File: src/rtl/lmt_cfg.svh
// Purpose: Constants for the logic and multiply/divide timing unit
// Assumes: One 20 MHz clock, APB register access
// Notes: Overview follows
// Overview of operation
// - Acc byte divide: 3 zero, 7 overflow, 15
// - Register byte divide: 4, 8, 16 cycles
// - Memory byte divide: 6/9/19 plus adder
// - Register word divide: 4, 7, 22 cycles
// - Memory word divide: 6/8/26 plus adder
// - Memory divide accesses: one set, else double
// - Acc byte multiply: 3 if high zero, 7
// - Register byte multiply: 4 if zero, 8
// - Memory byte multiply: 5/9 plus adder
// - Acc word multiply: 3 if high zero, 11
// - Register word multiply: 4 if zero, 12
// - Memory word multiply: 5/13 plus adder
// - Byte logic into acc updates NZ, clears V
// - Byte logic writeback; memory form atomic, two accesses
// - Byte invert in place; NZ set, V cleared
// - Acc word logic: high op low, 2 cycles
// - Word logic forms; memory target atomic update
// - Word invert: register 3, memory 5 plus adder
`ifndef LMT_CFG_SVH
`define LMT_CFG_SVH
`define LMT_A_CTRL 12'h000
`define LMT_A_OPND 12'h004
`define LMT_A_ACC 12'h008
`define LMT_A_RES 12'h00C
`define LMT_A_STAT 12'h010
`define LMT_A_TIME 12'h014
`define LMT_A_ADJ 12'h018
`define LMT_CTRL_GO 31
`define LMT_CY_LOGIC_ACC 6'h02
`define LMT_CY_LOGIC_REG 6'h03
`define LMT_CY_LOGIC_MEMA 6'h04
`define LMT_CY_LOGIC_MEMW 6'h05
`define LMT_CCR_RST 4'h0
`endif

File: src/rtl/lmt_pkg.sv
// Purpose: Types of the logic and multiply/divide timing unit
// Assumes: Nothing
// Notes: Operation codes sit in the control word low bits
package lmt_pkg;
    typedef enum logic [3:0] {
        LMT_AND, LMT_OR, LMT_XOR, LMT_NOT,
        LMT_DIVB, LMT_DIVW, LMT_MULB, LMT_MULW
    } lmt_op_type;
    typedef enum logic [1:0] {LMT_SRC_ACC, LMT_SRC_IMM, LMT_SRC_REG, LMT_SRC_MEM} lmt_src_type;
    typedef struct packed {
        logic [31:0] paddr;
        logic pwrite;
        logic psel;
        logic penable;
        logic [31:0] pwdata;
    } lmt_apb_req_type;
    typedef struct packed {
        logic n;
        logic z;
        logic v;
        logic c;
    } lmt_flags_type;
endpackage : lmt_pkg

File: src/rtl/lmt_unit.sv
// Purpose: Logic ops with flags, and multiply/divide cycle and access counts
// Assumes: APB master waits on pready; adder (a) and access set (b/c) set by software
// Notes: Ops finish after their fixed cycle count; busy shows meanwhile
`timescale 1ns/1ps
`include "lmt_cfg.svh"
`default_nettype none
module lmt_unit (
    input wire logic pclk,
    input wire logic presetn,
    input wire lmt_pkg::lmt_apb_req_type apb_req,
    output logic [31:0] prdata,
    output logic pready,
    output logic pslverr,
    output logic busy
);
    import lmt_pkg::*;

    ////////////////////////////////////////////////////////////////////
    logic [31:0] ctrl_r;
    logic [31:0] opnd_r;
    logic [31:0] acc_r;
    logic [31:0] res_r;
    logic [31:0] adj_r;
    lmt_flags_type flags_r;
    logic [5:0] cnt_r;
    logic [5:0] total_r;
    logic [5:0] acc_cnt_r;
    logic busy_r;
    logic [31:0] prdata_r;
    logic pready_r;
    logic pslverr_r;
    logic [5:0] cyc_nxt;
    logic [5:0] acs_nxt;
    logic [31:0] res_nxt;
    lmt_flags_type flags_nxt;
    lmt_op_type op;
    lmt_src_type src;
    logic wordsz;
    logic [5:0] adder_a;
    logic [5:0] acc_set;
    logic acc_store;
    logic start;
    logic wr_acc;
    logic [31:0] ctrl_view;

    // The starting write is decoded directly: ctrl_r only takes it at that same edge
    assign ctrl_view = start ? apb_req.pwdata : ctrl_r;
    assign op = lmt_op_type'(ctrl_view[3:0]);
    assign src = lmt_src_type'(ctrl_view[5:4]);
    assign wordsz = ctrl_view[6];
    assign acc_store = ctrl_view[7]; // Operand is destination
    assign adder_a = adj_r[5:0];
    assign acc_set = adj_r[13:8];

    // Pick one of three counts by zero/overflow outcome
    function automatic logic [5:0] pick3(input logic z, input logic o,
                                          input logic [5:0] a, input logic [5:0] b,
                                          input logic [5:0] c);
        pick3 = z ? a : (o ? b : c);
    endfunction : pick3

    ////////////////////////////////////////////////////////////////////
    // Result, flags, cycle and access count of the staged operation
    always_comb begin
        logic [31:0] q;
        logic [15:0] bdiv;
        logic [31:0] wdiv;
        logic [7:0] bq8;
        logic [15:0] wq16;
        logic [15:0] lhs;
        logic [15:0] rhs;
        logic bz;
        logic bov;
        logic wov;
        q = 32'h0000_0000;
        bdiv = 16'h0000;
        wdiv = 32'h0000_0000;
        bq8 = 8'h00;
        wq16 = 16'h0000;
        lhs = 16'h0000;
        rhs = 16'h0000;
        bz = 1'b0;
        bov = 1'b0;
        wov = 1'b0;
        res_nxt = acc_r;
        flags_nxt = flags_r;
        cyc_nxt = 6'h01;
        acs_nxt = 6'h00;
        // Accumulator-only word form uses high half against low
        lhs = (src == LMT_SRC_ACC && wordsz) ? acc_r[31:16] : acc_r[15:0];
        rhs = (src == LMT_SRC_ACC) ? acc_r[15:0] : opnd_r[15:0];
        unique case (op)
            LMT_AND, LMT_OR, LMT_XOR, LMT_NOT: begin
                unique case (op)
                    LMT_AND: q[15:0] = lhs & rhs;
                    LMT_OR: q[15:0] = lhs | rhs;
                    LMT_XOR: q[15:0] = lhs ^ rhs;
                    default: q[15:0] = (src == LMT_SRC_ACC) ? ~acc_r[15:0] : ~opnd_r[15:0];
                endcase
                if (!wordsz) begin
                    q[15:8] = 8'h00;
                end
                // Result goes to accumulator low half or back to operand
                res_nxt = acc_r;
                if (acc_store && src != LMT_SRC_ACC && src != LMT_SRC_IMM) begin
                    res_nxt = {16'h0000, wordsz ? q[15:0] : {opnd_r[15:8], q[7:0]}};
                end else if (wordsz) begin
                    res_nxt[15:0] = q[15:0];
                end else begin
                    res_nxt[7:0] = q[7:0];
                end
                // N and Z follow result, V cleared, carry untouched
                flags_nxt.n = wordsz ? q[15] : q[7];
                flags_nxt.z = wordsz ? (q[15:0] == 16'h0000) : (q[7:0] == 8'h00);
                flags_nxt.v = 1'b0;
                flags_nxt.c = flags_r.c;
                if (op == LMT_NOT && src == LMT_SRC_ACC) begin
                    cyc_nxt = `LMT_CY_LOGIC_ACC;
                end else if (src == LMT_SRC_ACC || src == LMT_SRC_IMM) begin
                    cyc_nxt = `LMT_CY_LOGIC_ACC;
                end else if (src == LMT_SRC_REG) begin
                    cyc_nxt = `LMT_CY_LOGIC_REG;
                end else if (acc_store || op == LMT_NOT) begin
                    cyc_nxt = 6'(`LMT_CY_LOGIC_MEMW + adder_a);
                    acs_nxt = 6'(acc_set << 1);
                end else begin
                    cyc_nxt = 6'(`LMT_CY_LOGIC_MEMA + adder_a);
                    acs_nxt = acc_set;
                end
            end
            LMT_DIVB: begin
                rhs = (src == LMT_SRC_ACC) ? {8'h00, acc_r[7:0]} : {8'h00, opnd_r[7:0]};
                lhs = (src == LMT_SRC_ACC) ? acc_r[31:16] : acc_r[15:0];
                bov = (rhs[7:0] == 8'h00) || (lhs[15:8] >= rhs[7:0]);
                if (!bov) begin
                    bdiv = lhs / rhs;
                    bq8 = bdiv[7:0];
                end
                bz = !bov && (bq8 == 8'h00);
                flags_nxt.v = bov;
                flags_nxt.c = bov;
                if (!bov) begin
                    res_nxt[7:0] = bq8;
                end
                unique case (src)
                    LMT_SRC_ACC: cyc_nxt = pick3(bz, bov, 6'h03, 6'h07, 6'h0F);
                    LMT_SRC_REG, LMT_SRC_IMM: cyc_nxt = pick3(bz, bov, 6'h04, 6'h08, 6'h10);
                    default: begin
                        cyc_nxt = 6'(pick3(bz, bov, 6'h06, 6'h09, 6'h13) + adder_a);
                        acs_nxt = (bz || bov) ? acc_set : 6'(acc_set << 1);
                    end
                endcase
            end
            LMT_DIVW: begin
                wov = (opnd_r[15:0] == 16'h0000) || (acc_r[31:16] >= opnd_r[15:0]);
                if (!wov) begin
                    wdiv = acc_r / {16'h0000, opnd_r[15:0]};
                    wq16 = wdiv[15:0];
                    res_nxt[15:0] = wq16;
                end
                bz = !wov && (wq16 == 16'h0000);
                flags_nxt.v = wov;
                flags_nxt.c = wov;
                if (src == LMT_SRC_MEM) begin
                    cyc_nxt = 6'(pick3(bz, wov, 6'h06, 6'h08, 6'h1A) + adder_a);
                    acs_nxt = (bz || wov) ? acc_set : 6'(acc_set << 1);
                end else begin
                    cyc_nxt = pick3(bz, wov, 6'h04, 6'h07, 6'h16);
                end
            end
            LMT_MULB: begin
                rhs = (src == LMT_SRC_ACC) ? {8'h00, acc_r[23:16]} : {8'h00, opnd_r[7:0]};
                res_nxt[15:0] = 16'(acc_r[7:0]) * 16'(rhs[7:0]);
                unique case (src)
                    LMT_SRC_ACC: cyc_nxt = (rhs[7:0] == 8'h00) ? 6'h03 : 6'h07;
                    LMT_SRC_REG, LMT_SRC_IMM: cyc_nxt = (rhs[7:0] == 8'h00) ? 6'h04 : 6'h08;
                    default: begin
                        cyc_nxt = 6'(((rhs[7:0] == 8'h00) ? 6'h05 : 6'h09) + adder_a);
                        acs_nxt = acc_set;
                    end
                endcase
            end
            default: begin
                rhs = (src == LMT_SRC_ACC) ? acc_r[31:16] : opnd_r[15:0];
                res_nxt = acc_r[15:0] * rhs;
                unique case (src)
                    LMT_SRC_ACC: cyc_nxt = (rhs == 16'h0000) ? 6'h03 : 6'h0B;
                    LMT_SRC_REG, LMT_SRC_IMM: cyc_nxt = (rhs == 16'h0000) ? 6'h04 : 6'h0C;
                    default: begin
                        cyc_nxt = 6'(((rhs == 16'h0000) ? 6'h05 : 6'h0D) + adder_a);
                        acs_nxt = acc_set;
                    end
                endcase
            end
        endcase
    end

    ////////////////////////////////////////////////////////////////////
    // APB decode; writes ignored while an operation runs
    assign start = wr_acc && apb_req.paddr[11:0] == `LMT_A_CTRL &&
                   apb_req.pwdata[`LMT_CTRL_GO];
    assign wr_acc = apb_req.psel && apb_req.penable && apb_req.pwrite && pready_r && !busy_r;

    always_ff @(posedge pclk or negedge presetn) begin
        if (!presetn) begin
            ctrl_r <= 32'h0000_0000;
            opnd_r <= 32'h0000_0000;
            acc_r <= 32'h0000_0000;
            adj_r <= 32'h0000_0000;
        end else if (wr_acc) begin
            unique case (apb_req.paddr[11:0])
                `LMT_A_CTRL: ctrl_r <= {1'b0, apb_req.pwdata[30:0]};
                `LMT_A_OPND: opnd_r <= apb_req.pwdata;
                `LMT_A_ACC: acc_r <= apb_req.pwdata;
                `LMT_A_ADJ: adj_r <= apb_req.pwdata;
                default: ;
            endcase
        end
    end

    // Cycle counter; result lands when the count runs out
    always_ff @(posedge pclk or negedge presetn) begin
        if (!presetn) begin
            busy_r <= 1'b0;
            cnt_r <= 6'h00;
            total_r <= 6'h00;
            acc_cnt_r <= 6'h00;
            res_r <= 32'h0000_0000;
            flags_r <= lmt_flags_type'(`LMT_CCR_RST);
        end else if (start) begin
            busy_r <= 1'b1;
            cnt_r <= cyc_nxt;
            total_r <= cyc_nxt;
            acc_cnt_r <= acs_nxt;
        end else if (busy_r) begin
            cnt_r <= 6'(cnt_r - 6'h01);
            if (cnt_r == 6'h01) begin
                busy_r <= 1'b0;
                res_r <= res_nxt;
                flags_r <= flags_nxt;
            end
        end
    end

    // Read mux; unmapped reads return zero with error
    always_ff @(posedge pclk or negedge presetn) begin
        if (!presetn) begin
            prdata_r <= 32'h0000_0000;
            pready_r <= 1'b0;
            pslverr_r <= 1'b0;
        end else begin
            pready_r <= apb_req.psel && !apb_req.penable;
            pslverr_r <= 1'b0;
            prdata_r <= 32'h0000_0000;
            if (apb_req.psel && !apb_req.penable) begin
                unique case (apb_req.paddr[11:0])
                    `LMT_A_CTRL: prdata_r <= ctrl_r;
                    `LMT_A_OPND: prdata_r <= opnd_r;
                    `LMT_A_ACC: prdata_r <= acc_r;
                    `LMT_A_RES: prdata_r <= res_r;
                    `LMT_A_STAT: prdata_r <= {busy_r, 15'h0000, 4'(flags_r), acc_cnt_r, total_r};
                    `LMT_A_TIME: prdata_r <= {26'h0000000, cnt_r};
                    `LMT_A_ADJ: prdata_r <= adj_r;
                    default: pslverr_r <= 1'b1;
                endcase
            end
        end
    end

    assign prdata = prdata_r;
    assign pready = pready_r;
    assign pslverr = pslverr_r;
    assign busy = busy_r;

    ////////////////////////////////////////////////////////////////////
    // Checks
    property p_div_acc_time;
        @(posedge pclk) disable iff (!presetn)
        start && op == LMT_DIVB && src == LMT_SRC_ACC |-> cyc_nxt inside {6'h03, 6'h07, 6'h0F};
    endproperty
    a_div_acc_time: assert property (p_div_acc_time) else $error("byte divide time");
    property p_divb_reg;
        @(posedge pclk) disable iff (!presetn)
        start && op == LMT_DIVB && src == LMT_SRC_REG |-> cyc_nxt inside {6'h04, 6'h08, 6'h10};
    endproperty
    a_divb_reg: assert property (p_divb_reg) else $error("reg divide time");
    property p_divw_reg;
        @(posedge pclk) disable iff (!presetn)
        start && op == LMT_DIVW && src == LMT_SRC_REG |-> cyc_nxt inside {6'h04, 6'h07, 6'h16};
    endproperty
    a_divw_reg: assert property (p_divw_reg) else $error("word divide time");
    property p_mulb_acc;
        @(posedge pclk) disable iff (!presetn)
        start && op == LMT_MULB && src == LMT_SRC_ACC |->
            cyc_nxt == ((acc_r[23:16] == 8'h00) ? 6'h03 : 6'h07);
    endproperty
    a_mulb_acc: assert property (p_mulb_acc) else $error("byte multiply time");
    property p_mulw_acc;
        @(posedge pclk) disable iff (!presetn)
        start && op == LMT_MULW && src == LMT_SRC_ACC |->
            cyc_nxt == ((acc_r[31:16] == 16'h0000) ? 6'h03 : 6'h0B);
    endproperty
    a_mulw_acc: assert property (p_mulw_acc) else $error("word multiply time");
    property p_busy_len;
        @(posedge pclk) disable iff (!presetn)
        start |=> busy_r [*2];
    endproperty
    a_busy_len: assert property (p_busy_len) else $error("busy too short");
    property p_logic_v;
        @(posedge pclk) disable iff (!presetn)
        busy_r && cnt_r == 6'h01 && op inside {LMT_AND, LMT_OR, LMT_XOR, LMT_NOT}
            |=> !flags_r.v && flags_r.c == $past(flags_r.c);
    endproperty
    a_logic_v: assert property (p_logic_v) else $error("logic flags");
    property p_mem_div_acc;
        @(posedge pclk) disable iff (!presetn)
        start && op == LMT_DIVW && src == LMT_SRC_MEM |=>
            acc_cnt_r == acc_set || acc_cnt_r == 6'(acc_set << 1);
    endproperty
    a_mem_div_acc: assert property (p_mem_div_acc) else $error("divide accesses");
    c_div: cover property (@(posedge pclk) disable iff (!presetn) start && op == LMT_DIVB);
    c_mul: cover property (@(posedge pclk) disable iff (!presetn) start && op == LMT_MULW);
    c_rmw: cover property (@(posedge pclk) disable iff (!presetn)
        start && src == LMT_SRC_MEM && acc_store);
    c_divw_mem: cover property (@(posedge pclk) disable iff (!presetn)
        start && op == LMT_DIVW && src == LMT_SRC_MEM);
    c_not_word: cover property (@(posedge pclk) disable iff (!presetn)
        start && op == LMT_NOT && wordsz);
    property p_divb_mem;
        @(posedge pclk) disable iff (!presetn)
        start && op == LMT_DIVB && src == LMT_SRC_MEM |->
            cyc_nxt inside {6'(6'h06 + adder_a), 6'(6'h09 + adder_a), 6'(6'h13 + adder_a)};
    endproperty
    a_divb_mem: assert property (p_divb_mem) else $error("memory byte divide time");
    property p_divw_mem;
        @(posedge pclk) disable iff (!presetn)
        start && op == LMT_DIVW && src == LMT_SRC_MEM |->
            cyc_nxt inside {6'(6'h06 + adder_a), 6'(6'h08 + adder_a), 6'(6'h1A + adder_a)};
    endproperty
    a_divw_mem: assert property (p_divw_mem) else $error("memory word divide time");
    property p_mulb_reg;
        @(posedge pclk) disable iff (!presetn)
        start && op == LMT_MULB && src == LMT_SRC_REG |->
            cyc_nxt == ((opnd_r[7:0] == 8'h00) ? 6'h04 : 6'h08);
    endproperty
    a_mulb_reg: assert property (p_mulb_reg) else $error("reg byte multiply time");
    property p_mulb_mem;
        @(posedge pclk) disable iff (!presetn)
        start && op == LMT_MULB && src == LMT_SRC_MEM |->
            cyc_nxt == 6'(((opnd_r[7:0] == 8'h00) ? 6'h05 : 6'h09) + adder_a);
    endproperty
    a_mulb_mem: assert property (p_mulb_mem) else $error("memory byte multiply time");
    property p_mulw_reg;
        @(posedge pclk) disable iff (!presetn)
        start && op == LMT_MULW && src == LMT_SRC_REG |->
            cyc_nxt == ((opnd_r[15:0] == 16'h0000) ? 6'h04 : 6'h0C);
    endproperty
    a_mulw_reg: assert property (p_mulw_reg) else $error("reg word multiply time");
    property p_mulw_mem;
        @(posedge pclk) disable iff (!presetn)
        start && op == LMT_MULW && src == LMT_SRC_MEM |->
            cyc_nxt == 6'(((opnd_r[15:0] == 16'h0000) ? 6'h05 : 6'h0D) + adder_a);
    endproperty
    a_mulw_mem: assert property (p_mulw_mem) else $error("memory word multiply time");
    property p_logic_rmw_acs;
        @(posedge pclk) disable iff (!presetn)
        start && op inside {LMT_AND, LMT_OR, LMT_XOR, LMT_NOT} &&
            src == LMT_SRC_MEM && acc_store |=> acc_cnt_r == 6'(acc_set << 1);
    endproperty
    a_logic_rmw_acs: assert property (p_logic_rmw_acs) else $error("update accesses");
    property p_not_inv;
        @(posedge pclk) disable iff (!presetn)
        busy_r && cnt_r == 6'h01 && op == LMT_NOT && src == LMT_SRC_REG && acc_store &&
            !wordsz |=> res_r[7:0] == ~$past(opnd_r[7:0]);
    endproperty
    a_not_inv: assert property (p_not_inv) else $error("byte invert result");
    property p_keep_high;
        @(posedge pclk) disable iff (!presetn)
        busy_r && cnt_r == 6'h01 && op inside {LMT_AND, LMT_OR, LMT_XOR, LMT_NOT} &&
            !acc_store |=> res_r[31:16] == $past(acc_r[31:16]);
    endproperty
    a_keep_high: assert property (p_keep_high) else $error("high half changed");
endmodule : lmt_unit
`default_nettype wire

File: config.mk
export PLATFORM = sky130hd
export DESIGN_NAME = lmt_unit
export DESIGN_NICKNAME = d
export VERILOG_FILES = /design/src/rtl/lmt_pkg.sv /design/src/rtl/lmt_unit.sv
export VERILOG_INCLUDE_DIRS = /design/src /design/src/rtl
export SDC_FILE = /design/constraint.sdc
export NUM_CORES = 2
export LEC_CHECK = 0
export ABC_AREA = 1
export BUFFER_PORTS_ARGS = -buffer_cell sky130_fd_sc_hd__buf_2
export CAP_MARGIN = 20
export CORE_MARGIN = 2
export CORE_UTILIZATION = 50
export CTS_BUF_LIST = sky130_fd_sc_hd__clkbuf_16
export DETAILED_ROUTE_END_ITERATION = 16
export GPL_TIMING_DRIVEN = 0
export HOLD_SLACK_MARGIN = 0.12
export PLACE_DENSITY_LB_ADDON = 0.25
export SYNTH_ARGS = -nofsm -noshare
export SYNTH_HDL_FRONTEND = slang
export SYNTH_SLANG_ARGS = --single-unit
File: constraint.sdc
create_clock -name pclk -period 174 [get_ports pclk]
set_clock_uncertainty 0.15 [all_clocks]
set_input_delay 17.4 -clock pclk [delete_from_list [all_inputs] [get_ports pclk]]
set_output_delay 17.4 -clock pclk [all_outputs]
set_load 0.01 [all_outputs]
Word level (Yosys, flattened, before mapping):

Index checks and enable logic that the tools add are counted.

* $mul: 2
* add/sub/neg operators: 7
* shift operators: 0
* equality and inequality tests: 17
* mux-type cells: 72
* $lt $le $gt $ge: 2
* reduce and logical (&&, ||, !) cells: 51
* div/mod/pow operators: 2
* bitwise operators: 7

Operators by type and width (number)
* $pmux W32 S7: 1
* $mux W16: 12
* $mux W6: 16
* $mux W8: 9
* $logic_not A16 Y1: 4
* $pmux W8 S4: 2
* $pmux W16 S3: 1
* $mux W5: 8
* $eq A12 B5 Y1 const B: 3
* $pmux W6 S2: 3
* $div A32 B16 Y32: 1
* $logic_not A8 Y1: 4
* $mul A16 B16 Y32: 1
* $mux W32: 1
* $not A16 Y16: 2
* $pmux W16 S2: 1
* $mux W4: 7
* $eq A12 B4 Y1 const B: 2
* $pmux W6 S4: 1
* $pmux W6 S3: 1
* $and A16 B16 Y16: 1
* $div A16 B16 Y16: 1
* $ge A16 B16 Y1: 1
* $mul A8 B8 Y16: 1
* other kinds (35): 76

* latch bits: 0
* logic and storage cells: 176
* input port bits: 69
* memories: 0
* bits in writable memories: 0
* register bits: 216
* ROM bits: 0

Longest topological paths before layout:

* depth in word-level cells: 20
* depth in mapped cells: 687
* mapped depth without buffers: 642

Worst setup path before layout:

No wires, ideal clock.

* path type: register to register
* start point: reg opnd_r[0]
* end point: reg cnt_r[2]
* clock period less this slack: 83726 ps
* setup slack: 90274 ps
* stages on the path, launching flop included: 657
* setup time: 134 ps
* buffers on the path: 46
* data arrival time: 83442 ps
* path through: dfrtp_1 > inv_1 > ha_1 > nor3b_1 > nand3_1 > nor2_1 > nand2_1 > nand2_1 > nand2_1 > and2_1 > ha_1 > o21ai_0 > nand2_1 > nand4_2 > clkinv_1 > nand2_1 > nand2_1 > inv_1 > [621 not listed] > o21bai_1 > a21o_1 > a21oi_1 > o221ai_1 > nand4_1 > o2111a_1 > nand2_1 > nor2_2 > nand2_1 > nor2_2 > nand3_4 > nor2_2 > fa_1 > o21ai_0 > nand3_1 > a221o_1 > o211ai_1 > a31oi_1

* word-level cells in the longest chain between the ends: 12

Ends and longest elaborated chain
* start, declared: RTL line lmt_unit.sv:20 `logic [31:0] opnd_r;`
* start signal, assigned: RTL line lmt_unit.sv:213 `` `LMT_A_OPND: opnd_r <= apb_req.pwdata; ``
* parallel branches: the longest is 10 deep, another holds $div A32 B16 Y32
* $pmux W6 S4 *: RTL line lmt_unit.sv:92 `unique case (op)`
* $mux W6 *: RTL line lmt_unit.sv:230 `end else if (start) begin`
* end signal, assigned: RTL line lmt_unit.sv:232 `cnt_r <= cyc_nxt;`
* end signal, assigned: RTL line lmt_unit.sv:236 `cnt_r <= 6'(cnt_r - 6'h01);`
* end, declared: RTL line lmt_unit.sv:25 `logic [5:0] cnt_r;`

Mark *: on every way between the ends. The select of a mux whose other input is x is not followed.
A chain may end at the register's enable or synchronous reset.

Worst setup path in the final report:

Same ends and word-level chain as after synthesis.

==> flow_summary.yaml <==
die:
  die_x_um: 320.7
  coreArea_mm2: 0.09971
  rows: 116
  dieArea_mm2: 0.1029
  initial_core_util_pct: 50.30
  die_h_um: 320.7
  pin_count: 104
global_routing:
  gr-total-overflow: 0
  grt.total_usage_pct: 33.84
  antenna_found_initial: 12
  grt_max_degree: 113
  grt_pass1_wl_mm: 273.7
  grt_pass1_vias: 48830
placement:
  portBuffers: 83
  place_congestion: 1.062
  hpwl_mm: 143.2
clock_network:
  ctsHoldBuffers: 0
  cts_tree: "done"
  post_cts_buffers: 0
  insertion_delay_ps: 610
  clockBufferDepth: 3
  cts_buffers: 26
  clock-sinks: 216
  cts_resized: 0
  htree_levels: 1
  path_clk_slew_ps: 60
  cts-root-buf: "clkbuf_16"
critical_path:
  worstPathArrival_ps: 103940
  rr_startpoint: "opnd_r[0]"
  slowest_delay_ps: 870
  worst_r2r_endpoint: "cnt_r[2]"
  reg2reg_depth: 659
  worstPathRequired_ps: 174300
  r2r_slack_ps: 70360
  cp_max_fo: 31
  cp-end-kind: "flip-flop"
  start_kind: "flip-flop"
  cpMostUsedCell: "nand2_1"
  critPathKind: "reg -> reg"
  slowest_stage: "dfrtp_1"
timing:
  tightest_slew_ps: 1267
  period_minus_slack_ps: 103640
  tns_ps: 0
  max_slew_margin_pct: 15.22
  finalHoldViolations: 0
  rsz0062_at_grt: "no"
  timing.fmax_mhz: 9.648
  final.period_utilization_pct: 59.57
  timing.final.max_slew_violations: 0
  finalSetupViolations: 0
  fin_hold_ws_ps: 339.2
hold_path:
  holdPathEnd: "adj_r[24]"
  holdCritPathClass: "reg -> reg"
  hold_path_depth: 2
  hp-start: "adj_r[24]"
drt:
  drt_wl_total_mm: 176.4
  drt-initial-drc-count: 4707
  num_vias: 51610
  firstDrtPassIters: 9
  route.detailed.drc: 0
  vias_per_cell: 5.751
  wl_per_cell_um: 19.65
  ant_nets: 0
synth:
  synth-edff-count: 0
  yosys.area.top_type: "ha_1"
  yosysWarnings: 0
  yosys-top-cells-area: "ha_1, nand2_1, dfrtp_1"
  syn_nets: 8546
  synth-async-reset-ratio_pct: 100.0
  synth.most_common_cell: "nand2_1"
  yosysSeqAreaShare_pct: 10.78
  synth.top_cell.area_share_pct: 17.76
  ys_top_cells_by_count: "nand2_1, inv_1, ha_1, o21ai_0, nor2_1"
  yosysUniqueCellTypes: 78
  postSynthAreaPerCell_um2: 6.658
  syn_area_mm2: 0.05015
  ys_ff_latch: 216
  synthCells: 7533
  synth_ff_type: "dfrtp_1"
layout:
  syn_to_final_growth_pct: 6.476
  drive_gt1_share_pct: 6.708
  nNetsFinal: 8673
  insertedDiodeCount: 0
job:
  drv_cap: 0
status:
  status: "complete, no violations"
-- cell families (layout without fill, tap and decap cells) --
| kind of cell | count (synthesis) | count (layout) | synth area share [%] |
|---|---|---|---|
| compound gates | 1529 | 1529 | 17.53 |
| buf+inv | 1429 | 1573 | 11.15 |
| flops | 216 | 216 | 10.78 |
| fa+ha+maj | 944 | 944 | 27.02 |
| simple gates | 3022 | 3022 | 26.66 |
| xor+xnor | 393 | 393 | 6.863 |
-- state kept, by name, summed over array words and instances (netlist names) --
| signal | cells |
|---|---|
| acc_r | 32 |
| adj_r | 32 |
| opnd_r | 32 |
| prdata | 32 |
| res_r | 32 |
| ctrl_r | 31 |
| acc_cnt_r | 6 |
| cnt_r | 6 |
| total_r | 6 |
| flags_r | 4 |
| busy | 1 |
| pready | 1 |
| pslverr | 1 |
-- worst max-delay path by stage --
stage	from	endpoint	slack [ps]
2_1_floorplan	opnd_r[0]	cnt_r[2]	90270
4_1_cts	opnd_r[0]	cnt_r[2]	71310
3_3_place_gp	opnd_r[0]	cnt_r[2]	73280
6_report	opnd_r[0]	cnt_r[2]	70360
3_5_place_dp	opnd_r[0]	cnt_r[2]	71610
5_1_grt	opnd_r[0]	cnt_r[2]	58580
-- critical path: cells and delay by family, from the launching register on --
kind / cells / cell delay, ps
AO/OA/AOI/OAI: 212 / 38850
XOR/XNOR: 2 / 270
adder cells (fa/ha/maj): 33 / 10930
buffers and inverters: 177 / 25860
flip-flops: 1 / 870
AND/OR/NAND/NOR: 235 / 26210
-- routing by layer --
layer  part of all wire, %  track usage (%)  vias to the layer above
li1                      -                -                    24880
met1                    43            45.70                    24130
met2                    43            53.20                     2183
met3                   9.9            7.034                      419
met4                   4.4            12.31                        4
met5                 0.016                0                        -
-- layout make-up --
class | instances | area (um2)
sequential | 216 | 5405
fill | 9843 | 46310
timing repair buffer | 99 | 745.7
buffer | 227 | 1062
clock inverter | 19 | 227.7
inverter | 1202 | 4532
clock buffer | 26 | 650.6
tap | 1298 | 1624
multi-input combinational | 5888 | 39150
-- stage by stage --
stage | setup WS [ps] | cells | area (um2) | utilization [%]
after floorplan | 90270 | 7533 | 50150 | -
after global placement | 73280 | 8914 | 52190 | 52.34
after detailed placement | 71610 | 8930 | 52520 | 52.68
after CTS | 71310 | 8975 | 53400 | 53.56
after global routing | 58580 | 8975 | 53400 | 53.56
final | 70360 | 8975 | 53400 | 53.56
-- cell usage in the layout (no fill, tap or decap), types with 22 or more instances in the layout --
cell       count
nand2_1     1705
inv_1       1108
ha_1         712
o21ai_0      625
nor2_1       569
a21oi_1      444
nand3_1      293
xor2_1       253
fa_1         232
dfrtp_1      216
clkbuf_1     187
xnor2_1      140
buf_2         87
nand4_1       84
nand2_2       64
inv_2         59
o21bai_1      54
a21o_1        53
nor3_1        52
or2_2         50
nand3_2       47
o21ai_1       45
o211ai_1      43
a31oi_1       38
a221oi_1      35
o22ai_1       35
clkinv_1      33
o31ai_1       32
nor2_2        31
clkbuf_16     26
nand3b_1      25
a21oi_2       22
Power is not shown: default switching activity piles up to over one toggle a cycle in this logic, so the estimate is an artifact.
